## src/core/slice_regs.svh

```systemverilog
/*
 * Register offsets, field positions and reset values of the 4-bit datapath
 * slice. Assumes inclusion by the slice package users and the slice top module.
 */
`ifndef SLICE_REGS_SVH
`define SLICE_REGS_SVH

// Wishbone byte offsets, one aligned word each
`define SLC_CTRL_OFS 8'h00
`define SLC_STATUS_OFS 8'h04
`define SLC_IRQ_EN_OFS 8'h08
`define SLC_IRQ_CLR_OFS 8'h0C
`define SLC_OBSERVE_OFS 8'h10

// Control register fields
`define SLC_CTRL_RUN_BIT 0
`define SLC_CTRL_RST 1'b0

// Event bits shared by status, enable and clear registers
`define SLC_EV_OVF_BIT 0
`define SLC_EV_COUT_BIT 1
`define SLC_EV_ZERO_BIT 2
`define SLC_EV_WIDTH 3
`define SLC_EV_RST 3'h0

// Observation register fields: aux register, then last result
`define SLC_OBS_AUX_LSB 0
`define SLC_OBS_RES_LSB 4

// Register file geometry
`define SLC_FILE_WORDS 16

`endif

```

## src/core/slice_pkg.sv

```systemverilog
/*
 * Types of the 4-bit datapath slice: microinstruction fields, codes and the
 * ALU answer bundle. Assumes nothing of its surroundings.
 */
package slice_pkg;

   // Source operand pairs (left, right)
   typedef enum logic [2:0] {
      SRC_A_AUX = 3'h0,
      SRC_A_B = 3'h1,
      SRC_Z_AUX = 3'h2,
      SRC_Z_B = 3'h3,
      SRC_Z_A = 3'h4,
      SRC_D_A = 3'h5,
      SRC_D_AUX = 3'h6,
      SRC_D_Z = 3'h7
   } source_t;

   // ALU functions
   typedef enum logic [2:0] {
      FN_ADD = 3'h0,
      FN_SUBR = 3'h1,
      FN_SUBS = 3'h2,
      FN_OR = 3'h3,
      FN_AND = 3'h4,
      FN_NOTRS = 3'h5,
      FN_XOR = 3'h6,
      FN_XNOR = 3'h7
   } function_t;

   // Destination codes
   typedef enum logic [2:0] {
      DST_AUX = 3'h0,
      DST_NONE = 3'h1,
      DST_FILE_A = 3'h2,
      DST_FILE = 3'h3,
      DST_DOWN_BOTH = 3'h4,
      DST_DOWN = 3'h5,
      DST_UP_BOTH = 3'h6,
      DST_UP = 3'h7
   } destination_t;

   // Two phases of the emulated slice clock
   typedef enum logic {
      PH_LOW = 1'b0,
      PH_HIGH = 1'b1
   } phase_t;

   // Nine-bit microinstruction, most significant group first
   typedef struct packed {
      destination_t destination_select;
      function_t function_select;
      source_t source_select;
   } micro_t;

   // ALU answer with carry look-ahead terms
   typedef struct packed {
      logic [3:0] f;
      logic c3;
      logic c4;
      logic gen;
      logic prop;
   } alu_res_t;

endpackage

```

## src/core/slice_datapath.sv

```systemverilog
/*
 * Cascadable 4-bit microprogrammed datapath slice with a Wishbone control
 * and interrupt window. Assumes the microprogram controller and the
 * neighbouring slices run on ref_clk_i, so their inputs need no
 * synchroniser, and that a bench resolves the two-way pins from the enables.
 */
// The Wishbone interface to the registers and the register offsets are this design's own decisions.
//
// Operation
// RULE1 - Sixteen 4-bit words, two independent read addresses
// RULE2 - File write at B address during low
// RULE3 - Port latches transparent high, hold while low
// RULE4 - Aux register loads at rising edge
// RULE5 - Operand muxes choose A/D and A/B/aux
// RULE6 - Source code picks operand pair from table
// RULE7 - Function code picks one of eight operations
// RULE8 - Carry input only affects arithmetic functions
// RULE9 - Group generate, propagate and ripple carry out
// RULE10 - Sign output always shows result top bit
// RULE11 - Zero detect high on zero, open collector
// RULE12 - Overflow when carries into/out of MSB differ
// RULE13 - Output port A or result, tristate by enable
// RULE14 - File shifter drives and takes end ports
// RULE15 - Aux shifter end ports behave likewise
// RULE16 - Destination codes zero to four as tabled
// RULE17 - Codes five to seven halve or double
// RULE18 - Subtract adds complemented operand plus carry
// RULE19 - Cascade wiring joins shift ports and carries
`timescale 1ns/1ps
`default_nettype none
`include "slice_regs.svh"

module slice_datapath (
   input wire logic ref_clk_i,
   input wire logic resetn_i,
   input wire logic [7:0] wb_adr_i,
   input wire logic [31:0] wb_dat_i,
   output logic [31:0] wb_dat_o,
   input wire logic wb_we_i,
   input wire logic [3:0] wb_sel_i,
   input wire logic wb_stb_i,
   input wire logic wb_cyc_i,
   output logic wb_ack_o,
   input wire slice_pkg::micro_t micro_i,
   input wire logic [3:0] port_a_address_i,
   input wire logic [3:0] port_b_address_i,
   input wire logic [3:0] direct_operand_i,
   input wire logic carry_in_i,
   input wire logic output_enable_n_i,
   input wire logic file_shift_lsb_i,
   output logic file_shift_lsb_o,
   output logic file_shift_lsb_oe_o,
   input wire logic file_shift_msb_i,
   output logic file_shift_msb_o,
   output logic file_shift_msb_oe_o,
   input wire logic aux_shift_lsb_i,
   output logic aux_shift_lsb_o,
   output logic aux_shift_lsb_oe_o,
   input wire logic aux_shift_msb_i,
   output logic aux_shift_msb_o,
   output logic aux_shift_msb_oe_o,
   output logic [3:0] slice_output_o,
   output logic slice_output_oe_o,
   output logic sign_bit_out_o,
   output logic zero_flag_o,
   output logic zero_flag_oe_o,
   output logic overflow_flag_o,
   output logic carry_out_o,
   output logic group_generate_o,
   output logic group_propagate_o,
   output logic irq_o
);
   import slice_pkg::*;

   // ALU core; subtracts add the complemented operand plus carry in
   function automatic alu_res_t alu_calc(input logic [3:0] r, input logic [3:0] s,
                                         input logic cin, input function_t fn);
      logic [3:0] rr;
      logic [3:0] ss;
      logic [3:0] p;
      logic [3:0] g;
      logic [4:0] lo;
      logic [4:0] full;
      alu_res_t res;
      rr = (fn == FN_SUBR) ? ~r : r; // [RULE18]
      ss = (fn == FN_SUBS) ? ~s : s; // [RULE18]
      lo = {2'h0, rr[2:0]} + {2'h0, ss[2:0]} + {4'h0, cin};
      full = {1'h0, rr} + {1'h0, ss} + {4'h0, cin};
      p = rr | ss;
      g = rr & ss;
      res.c3 = lo[3];
      res.c4 = full[4];
      res.gen = g[3] | (p[3] & g[2]) | (p[3] & p[2] & g[1]) | (&p[3:1] & g[0]); // [RULE9]
      res.prop = &p; // [RULE9]
      case (fn) // [RULE7] [RULE8]
         FN_ADD, FN_SUBR, FN_SUBS: res.f = full[3:0];
         FN_OR: res.f = r | s;
         FN_AND: res.f = r & s;
         FN_NOTRS: res.f = ~r & s;
         FN_XOR: res.f = r ^ s;
         FN_XNOR: res.f = ~(r ^ s);
         default: res.f = 4'h0;
      endcase
      return res;
   endfunction

   logic [3:0] file_r [`SLC_FILE_WORDS];
   logic [3:0] latch_a_r;
   logic [3:0] latch_b_r;
   logic [3:0] aux_r;
   phase_t phase_r;
   logic run_r;
   logic [`SLC_EV_WIDTH-1:0] status_r;
   logic [`SLC_EV_WIDTH-1:0] irq_en_r;
   logic [3:0] result_r;
   logic out_is_a_r;
   logic [31:0] rd_nxt;
   logic [3:0] left_op;
   logic [3:0] right_op;
   logic [3:0] file_wdata;
   logic [3:0] aux_wdata;
   logic file_we;
   logic aux_we;
   logic cyc_end;
   logic wb_hit;
   logic [`SLC_EV_WIDTH-1:0] ev_set;
   logic [`SLC_EV_WIDTH-1:0] ev_clr;
   alu_res_t alu;
   destination_t dst;

   assign dst = micro_i.destination_select;
   // End of the low phase stands for the slice clock rising edge
   assign cyc_end = run_r && (phase_r == PH_LOW);

   // Slice clock phase divider; freezes in whichever phase run is cleared
   always_ff @(posedge ref_clk_i or negedge resetn_i) begin
      if (!resetn_i) begin
         phase_r <= PH_HIGH;
      end else if (run_r) begin
         case (phase_r)
            PH_HIGH: phase_r <= PH_LOW;
            PH_LOW: phase_r <= PH_HIGH;
            default: phase_r <= PH_HIGH;
         endcase
      end
   end

   // Port latches follow the file in the high phase so writes cannot race
   always_ff @(posedge ref_clk_i or negedge resetn_i) begin
      if (!resetn_i) begin
         latch_a_r <= 4'h0;
         latch_b_r <= 4'h0;
      end else if (phase_r == PH_HIGH) begin
         latch_a_r <= file_r[port_a_address_i]; // [RULE1] [RULE3]
         latch_b_r <= file_r[port_b_address_i]; // [RULE1] [RULE3]
      end
   end

   // Operand selection; zero stands for an inhibited multiplexer
   always_comb begin
      case (micro_i.source_select) // [RULE5] [RULE6]
         SRC_A_AUX: begin left_op = latch_a_r; right_op = aux_r; end
         SRC_A_B: begin left_op = latch_a_r; right_op = latch_b_r; end
         SRC_Z_AUX: begin left_op = 4'h0; right_op = aux_r; end
         SRC_Z_B: begin left_op = 4'h0; right_op = latch_b_r; end
         SRC_Z_A: begin left_op = 4'h0; right_op = latch_a_r; end
         SRC_D_A: begin left_op = direct_operand_i; right_op = latch_a_r; end
         SRC_D_AUX: begin left_op = direct_operand_i; right_op = aux_r; end
         SRC_D_Z: begin left_op = direct_operand_i; right_op = 4'h0; end
         default: begin left_op = 4'h0; right_op = 4'h0; end
      endcase
   end

   assign alu = alu_calc(left_op, right_op, carry_in_i, micro_i.function_select);

   // Destination decode: shifts take the far end bit from the neighbour pin
   always_comb begin
      file_we = 1'b1;
      aux_we = 1'b0;
      file_wdata = alu.f;
      aux_wdata = alu.f;
      case (dst) // [RULE16] [RULE17]
         DST_AUX: begin file_we = 1'b0; aux_we = 1'b1; end
         DST_NONE: file_we = 1'b0;
         DST_FILE_A, DST_FILE: file_wdata = alu.f;
         DST_DOWN_BOTH: begin
            file_wdata = {file_shift_msb_i, alu.f[3:1]}; // [RULE14]
            aux_wdata = {aux_shift_msb_i, aux_r[3:1]}; // [RULE15]
            aux_we = 1'b1;
         end
         DST_DOWN: file_wdata = {file_shift_msb_i, alu.f[3:1]}; // [RULE14]
         DST_UP_BOTH: begin
            file_wdata = {alu.f[2:0], file_shift_lsb_i}; // [RULE14]
            aux_wdata = {aux_r[2:0], aux_shift_lsb_i}; // [RULE15]
            aux_we = 1'b1;
         end
         DST_UP: file_wdata = {alu.f[2:0], file_shift_lsb_i}; // [RULE14]
         default: file_we = 1'b0;
      endcase
   end

   // File write at the close of the low phase, at the B address
   always_ff @(posedge ref_clk_i or negedge resetn_i) begin
      if (!resetn_i) begin
         for (int i = 0; i < `SLC_FILE_WORDS; i++) begin
            file_r[i] <= 4'h0;
         end
      end else if (cyc_end && file_we) begin
         file_r[port_b_address_i] <= file_wdata; // [RULE2]
      end
   end

   // Auxiliary register loads at the emulated rising edge
   always_ff @(posedge ref_clk_i or negedge resetn_i) begin
      if (!resetn_i) begin
         aux_r <= 4'h0;
      end else if (cyc_end && aux_we) begin
         aux_r <= aux_wdata; // [RULE4]
      end
   end

   // Status pins follow the ALU every cycle, one flop behind
   always_ff @(posedge ref_clk_i or negedge resetn_i) begin
      if (!resetn_i) begin
         result_r <= 4'h0;
         out_is_a_r <= 1'b0;
         slice_output_o <= 4'h0;
         slice_output_oe_o <= 1'b0;
         sign_bit_out_o <= 1'b0;
         zero_flag_oe_o <= 1'b0;
         overflow_flag_o <= 1'b0;
         carry_out_o <= 1'b0;
         group_generate_o <= 1'b0;
         group_propagate_o <= 1'b0;
      end else begin
         result_r <= alu.f;
         out_is_a_r <= (dst == DST_FILE_A);
         slice_output_o <= (dst == DST_FILE_A) ? latch_a_r : alu.f; // [RULE13]
         slice_output_oe_o <= !output_enable_n_i; // [RULE13]
         sign_bit_out_o <= alu.f[3]; // [RULE10]
         zero_flag_oe_o <= (alu.f != 4'h0); // [RULE11] pull low when nonzero
         overflow_flag_o <= alu.c3 ^ alu.c4; // [RULE12]
         carry_out_o <= alu.c4; // [RULE9]
         group_generate_o <= alu.gen; // [RULE9]
         group_propagate_o <= alu.prop; // [RULE9]
      end
   end

   // Open collector: the zero pin only ever sinks
   always_ff @(posedge ref_clk_i or negedge resetn_i) begin
      if (!resetn_i) begin
         zero_flag_o <= 1'b0;
      end else begin
         zero_flag_o <= 1'b0; // [RULE11]
      end
   end

   // Shift end ports; undriven without a shift in that direction
   always_ff @(posedge ref_clk_i or negedge resetn_i) begin
      if (!resetn_i) begin
         file_shift_lsb_o <= 1'b0;
         file_shift_lsb_oe_o <= 1'b0;
         file_shift_msb_o <= 1'b0;
         file_shift_msb_oe_o <= 1'b0;
         aux_shift_lsb_o <= 1'b0;
         aux_shift_lsb_oe_o <= 1'b0;
         aux_shift_msb_o <= 1'b0;
         aux_shift_msb_oe_o <= 1'b0;
      end else begin
         file_shift_lsb_o <= alu.f[0];
         file_shift_lsb_oe_o <= (dst == DST_DOWN_BOTH) || (dst == DST_DOWN); // [RULE14]
         file_shift_msb_o <= alu.f[3];
         file_shift_msb_oe_o <= (dst == DST_UP_BOTH) || (dst == DST_UP); // [RULE14]
         aux_shift_lsb_o <= aux_r[0];
         aux_shift_lsb_oe_o <= (dst == DST_DOWN_BOTH) || (dst == DST_DOWN); // [RULE15]
         aux_shift_msb_o <= aux_r[3];
         aux_shift_msb_oe_o <= (dst == DST_UP_BOTH) || (dst == DST_UP); // [RULE15]
      end
   end

   // Wishbone decode; unmapped words ack with zero data and drop writes
   assign wb_hit = wb_cyc_i && wb_stb_i && !wb_ack_o;
   always_ff @(posedge ref_clk_i or negedge resetn_i) begin
      if (!resetn_i) begin
         wb_ack_o <= 1'b0;
      end else begin
         wb_ack_o <= wb_hit;
      end
   end

   // Run control and interrupt enable, byte lane 0 only
   always_ff @(posedge ref_clk_i or negedge resetn_i) begin
      if (!resetn_i) begin
         run_r <= `SLC_CTRL_RST;
         irq_en_r <= `SLC_EV_RST;
      end else if (wb_hit && wb_we_i && wb_sel_i[0]) begin
         if (wb_adr_i == `SLC_CTRL_OFS) begin
            run_r <= wb_dat_i[`SLC_CTRL_RUN_BIT];
         end
         if (wb_adr_i == `SLC_IRQ_EN_OFS) begin
            irq_en_r <= wb_dat_i[`SLC_EV_WIDTH-1:0];
         end
      end
   end

   // Sticky events are sampled once per slice cycle
   always_comb begin
      ev_set = '0;
      ev_set[`SLC_EV_OVF_BIT] = cyc_end && (alu.c3 ^ alu.c4);
      ev_set[`SLC_EV_COUT_BIT] = cyc_end && alu.c4;
      ev_set[`SLC_EV_ZERO_BIT] = cyc_end && (alu.f == 4'h0);
      ev_clr = '0;
      if (wb_hit && wb_we_i && wb_sel_i[0] && (wb_adr_i == `SLC_IRQ_CLR_OFS)) begin
         ev_clr = wb_dat_i[`SLC_EV_WIDTH-1:0];
      end
   end

   // A new event beats a clear in the same cycle
   always_ff @(posedge ref_clk_i or negedge resetn_i) begin
      if (!resetn_i) begin
         status_r <= `SLC_EV_RST;
      end else begin
         status_r <= (status_r & ~ev_clr) | ev_set;
      end
   end

   always_ff @(posedge ref_clk_i or negedge resetn_i) begin
      if (!resetn_i) begin
         irq_o <= 1'b0;
      end else begin
         irq_o <= |(status_r & irq_en_r);
      end
   end

   // Read data, registered with the ack
   always_comb begin
      rd_nxt = 32'h0000_0000;
      case (wb_adr_i)
         `SLC_CTRL_OFS: rd_nxt[`SLC_CTRL_RUN_BIT] = run_r;
         `SLC_STATUS_OFS: rd_nxt[`SLC_EV_WIDTH-1:0] = status_r;
         `SLC_IRQ_EN_OFS: rd_nxt[`SLC_EV_WIDTH-1:0] = irq_en_r;
         `SLC_OBSERVE_OFS: begin
            rd_nxt[`SLC_OBS_AUX_LSB +: 4] = aux_r;
            rd_nxt[`SLC_OBS_RES_LSB +: 4] = result_r;
         end
         default: rd_nxt = 32'h0000_0000;
      endcase
   end

   always_ff @(posedge ref_clk_i or negedge resetn_i) begin
      if (!resetn_i) begin
         wb_dat_o <= 32'h0000_0000;
      end else if (wb_hit && !wb_we_i) begin
         wb_dat_o <= rd_nxt;
      end
   end
endmodule
`default_nettype wire

```

## config.mk

```make
export PLATFORM = sky130hd
export DESIGN_NAME = slice_datapath
export DESIGN_NICKNAME = d
export VERILOG_FILES = /design/src/core/slice_pkg.sv /design/src/core/slice_datapath.sv
export VERILOG_INCLUDE_DIRS = /design/src /design/src/core
export SDC_FILE = /design/constraint.sdc
export NUM_CORES = 1
export LEC_CHECK = 0
export CELL_PAD_IN_SITES_DETAIL_PLACEMENT = 1
export CELL_PAD_IN_SITES_GLOBAL_PLACEMENT = 2
export CORE_MARGIN = 2
export CORE_UTILIZATION = 39
export DETAILED_ROUTE_END_ITERATION = 12
export DONT_BUFFER_PORTS = 1
export PLACE_DENSITY = 0.81
export SLEW_MARGIN = 10
export SYNTH_ARGS = -nofsm -noshare
export SYNTH_HDL_FRONTEND = slang
export SYNTH_SLANG_ARGS = --single-unit
export TNS_END_PERCENT = 20
```

## constraint.sdc

```tcl
create_clock -name ref_clk_i -period 3.8 [get_ports ref_clk_i]
set_input_delay 0.57 -clock ref_clk_i [delete_from_list [all_inputs] [get_ports ref_clk_i]]
set_output_delay 0.57 -clock ref_clk_i [all_outputs]
set_load 0.01 [all_outputs]
```

==> results.yml <==
outcome:
  outcome: "complete, no violations"
critical_path:
  worstPathArrival_ns: 3.84
  rr_worst_depth: 14
  critical-path-max-stage-delay_ns: 0.43
  cp.required_ns: 4.05
  start_kind: "flop"
  critPathMaxFanout: 16
  path_buf_inv: 3
  critical_path_depth: 14
  cp_cell_sequence: "mux2_2, a221o_2, xor2_2, inv_1, fa_1, inv_1, fa_2, a32oi_1, nand2_1, a31o_2, o21ai_0, o2bb2ai_1, buf_12, mux2_2"
  critPathCaptureType: "flop"
  slowest_stage: "fa_2"
  critPathKind: "flop to flop"
  crit_family: "compound AO/OA/AOI/OAI gates"
clock_network:
  cts_max_level: 3
  post-cts-setup-buffers: 0
  cts.clk_slew.worst_paths_ns: 0.07
  clock_latency_ns: 0.36
  clockBufferDepth: 2
  clock_sinks: 112
  cts-buffers-inserted: 9
  cts_tree: "yes"
  root_buffer: "clkbuf_16"
place:
  io_buffers: 0
  place_area_um2: 6600
  dp_hpwl_um: 12100
  dp_cells: 758
  gp_congestion: 0.838
floorplanning:
  ioPinCount: 130
  die_x_um: 132
  die_area_um2: 17400
  core_area_um2: 15900
  rows: 46
  die_h_um: 132
  start_util_pct: 39.9
routing:
  firstDrtPassIters: 6
  drt_iter0_drc: 254
  vias: 4298
  ant_nets: 0
  wire_per_inst_um: 20.9
  drc: 0
  viasPerCell: 5.55
  wl_um: 16200
logic_synthesis:
  synth-edff-count: 0
  ys_ff_latch: 112
  ys_seq_area_share_pct: 44.0
  ys_async_sr_fraction_pct: 100
  ys.flop_type: "dfrtp_1"
  syn_area_um2: 6370
  postSynthCellCount: 550
  yosys_warnings: 0
  yosysUniqueCellTypes: 56
  syn_avg_cell_area_um2: 11.6
layout:
  diodes: 0
  nets: 644
  final_area_um2: 6970
  fin_util_pct: 43.7
  drive_gt1_share_pct: 25.1
  layout.cells.non_filler: 774
  syn2layout_area_growth_pct: 9.55
sta:
  fin_skew_ns: 0.0114
  tightest_slew_ns: 0.662
  hold_viol: 0
  setup_violations: 0
  layout_min_cycle_time_ns: 3.59
  final_max_slew_viol_count: 0
  hold_ws_ns: 0.0472
  fin_crit_sh_pct: 94.5
  max_freq_mhz: 279
  maxSlewHeadroom_pct: 55.5
global_routing:
  grt_overflow: 0
  grt_max_degree: 112
  grt_first_pass_wirelength_um: 25900
  grt_pass1_vias: 4614
  grt_usage_pct: 19.4
  antenna_found_initial: 0
hold_path:
  holdCritPathClass: "input pin to asynchronous set/reset pin"
power:
  p_leak_nw: 3.15
  pwr_density_cell_nw_per_um2: 390
  ir_drop_uv: 337
  finalPower_mw: 2.72
run:
  maxCapViolCount: 0
==> Yosys cell counts (2+ instances only) <==
| cell type | n | share of area (%) |
|---|---|---|
| fa_1 | 2 | 0.63 |
| nor3_1 | 5 | 0.39 |
| dfrtp_1 | 111 | 44 |
| mux2_2 | 49 | 8.7 |
| clkbuf_1 | 17 | 1.0 |
| a22oi_1 | 8 | 0.94 |
| ha_1 | 12 | 2.4 |
| a32oi_1 | 2 | 0.28 |
| buf_2 | 2 | 0.16 |
| clkinv_1 | 2 | 0.12 |
| nand3_1 | 4 | 0.31 |
| buf_1 | 4 | 0.24 |
| buf_6 | 2 | 0.35 |
| xor2_1 | 11 | 1.5 |
| nor2_1 | 26 | 1.5 |
| mux4_2 | 40 | 14 |
| nand2b_1 | 2 | 0.20 |
| a222oi_1 | 2 | 0.31 |
| buf_4 | 29 | 3.4 |
| a2bb2oi_1 | 2 | 0.28 |
| a21oi_1 | 18 | 1.4 |
| o221ai_1 | 2 | 0.28 |
| a21o_1 | 4 | 0.47 |
| or3_1 | 3 | 0.29 |
| nor2b_1 | 12 | 1.2 |
| mux2i_1 | 7 | 1.1 |
| a32o_1 | 4 | 0.63 |
| inv_1 | 27 | 1.6 |
| o21a_1 | 2 | 0.24 |
| xnor2_1 | 5 | 0.69 |
| a22o_1 | 9 | 1.2 |
| nor3b_1 | 5 | 0.59 |
| o21ai_0 | 40 | 3.1 |
| nand2_1 | 58 | 3.4 |
==> area by class of cell <==
class,instances,area [um2]
Clock buffer,10,239
Clock inverter,5,86.3
Fill cell,1699,8970
Inverter,29,109
Multi-Input combinational cell,379,3250
Sequential cell,112,2800
Tap cell,216,270
Timing Repair Buffer,23,218
==> logic make-up after synthesis <==
kind of cell,Yosys count,share of synthesized area [%]
flops,112,44.0
fa+ha+maj,14,2.99
buf+inv,83,6.88
mux,97,24.2
compound gates,100,10.2
other cells,1,0.0589
simple gates,127,9.45
xor+xnor,16,2.20
==> state kept, by name (all words and copies together) (netlist names), 3 cells and up <==
name            cells
latch_a_r           4
slice_output_o      4
result_r            3
latch_b_r           4
wb_dat_o            8
irq_en_r            3
status_r            3
file_r             64
aux_r               4
==> placed cells by master (no fill, tap or decap), types with 2 or more instances in the layout <==
cell | synthesis | layout
a22oi_1 | 8 | 8
a21o_1 | 4 | 4
xnor2_1 | 5 | 4
mux2_2 | 49 | 49
o21a_1 | 2 | 2
nand2_1 | 58 | 58
xor2_1 | 11 | 10
inv_1 | 27 | 27
nor2b_1 | 12 | 12
bufinv_16 | 0 | 2
clkinv_1 | 2 | 2
nor3b_1 | 5 | 4
a32o_1 | 4 | 4
nor2_1 | 26 | 26
a22o_1 | 9 | 9
o21ai_0 | 40 | 40
a222oi_1 | 2 | 2
nor3_1 | 5 | 5
buf_4 | 29 | 20
inv_6 | 0 | 2
ha_1 | 12 | 12
a21oi_1 | 18 | 18
mux2i_1 | 7 | 7
dfrtp_1 | 111 | 111
clkbuf_16 | 0 | 9
buf_12 | 0 | 2
nand3_1 | 4 | 4
or3_1 | 3 | 2
conb_1 | 1 | 25
a32oi_1 | 2 | 2
mux4_2 | 40 | 40
o221ai_1 | 2 | 2
a2bb2oi_1 | 2 | 2
nand2b_1 | 2 | 2
==> path summary, 6_finish.rpt <==
| path | start | end | slack (ns) |
|---|---|---|---|
| min reg2reg | result_r[1] | wb_dat_o[5] | 0.48 |
| max reg2reg | latch_b_r[0] | file_r[14] | 0.21 |
| max | latch_b_r[0] | file_r[14] | 0.21 |
| min | resetn_i | phase_r | 0.05 |
| min in group ref_clk_i | output_enable_n_i | slice_output_oe_o | 0.26 |
| max in group asynchronous | resetn_i | file_r[37] | 3.24 |
==> worst reg2reg max path, cell delays in order (launching register included) <==
cell       delay (ns)
dfrtp_1          0.40
mux2_2           0.28
a221o_2          0.38
xor2_2           0.17
inv_1            0.09
fa_1             0.40
inv_1            0.09
fa_2             0.43
a32oi_1          0.17
nand2_1          0.06
a31o_2           0.29
o21ai_0          0.17
o2bb2ai_1        0.12
buf_12           0.17
mux2_2           0.27
==> metrics by stage <==
stage          TNS, ns  worst slack (ns)
2_1_floorplan        0            0.0118
3_3_place_gp     -3.04            -0.109
3_5_place_dp     -7.05            -0.205
4_1_cts              0            0.0189
5_1_grt         -0.129           -0.0219
6_report             0             0.211
==> power by group <==
group          internal (mW)  switching [mW]  total, mW
clock network          0.598           0.434       1.03
logic                  0.177           0.206      0.384
registers               1.25          0.0601       1.31
total                   2.02           0.700       2.72
==> routing by layer <==
| layer | share of wire, % | vias to the layer above | global-route usage [%] |
|---|---|---|---|
| li1 | - | 1933 | - |
| met1 | 40 | 2230 | 23.4 |
| met2 | 53 | 111 | 34.3 |
| met3 | 4.7 | 24 | 4.38 |
| met4 | 2.4 | 0 | 6.52 |
| met5 | 0 | - | 0 |
==> what timing repair did <==
action                                 CTS  global route
gates resized for setup                  0             4
hold buffers                             1             0
endpoints found under the hold margin  111             0
setup endpoints to repair                0            57
(Power assumes the default switching activity.)
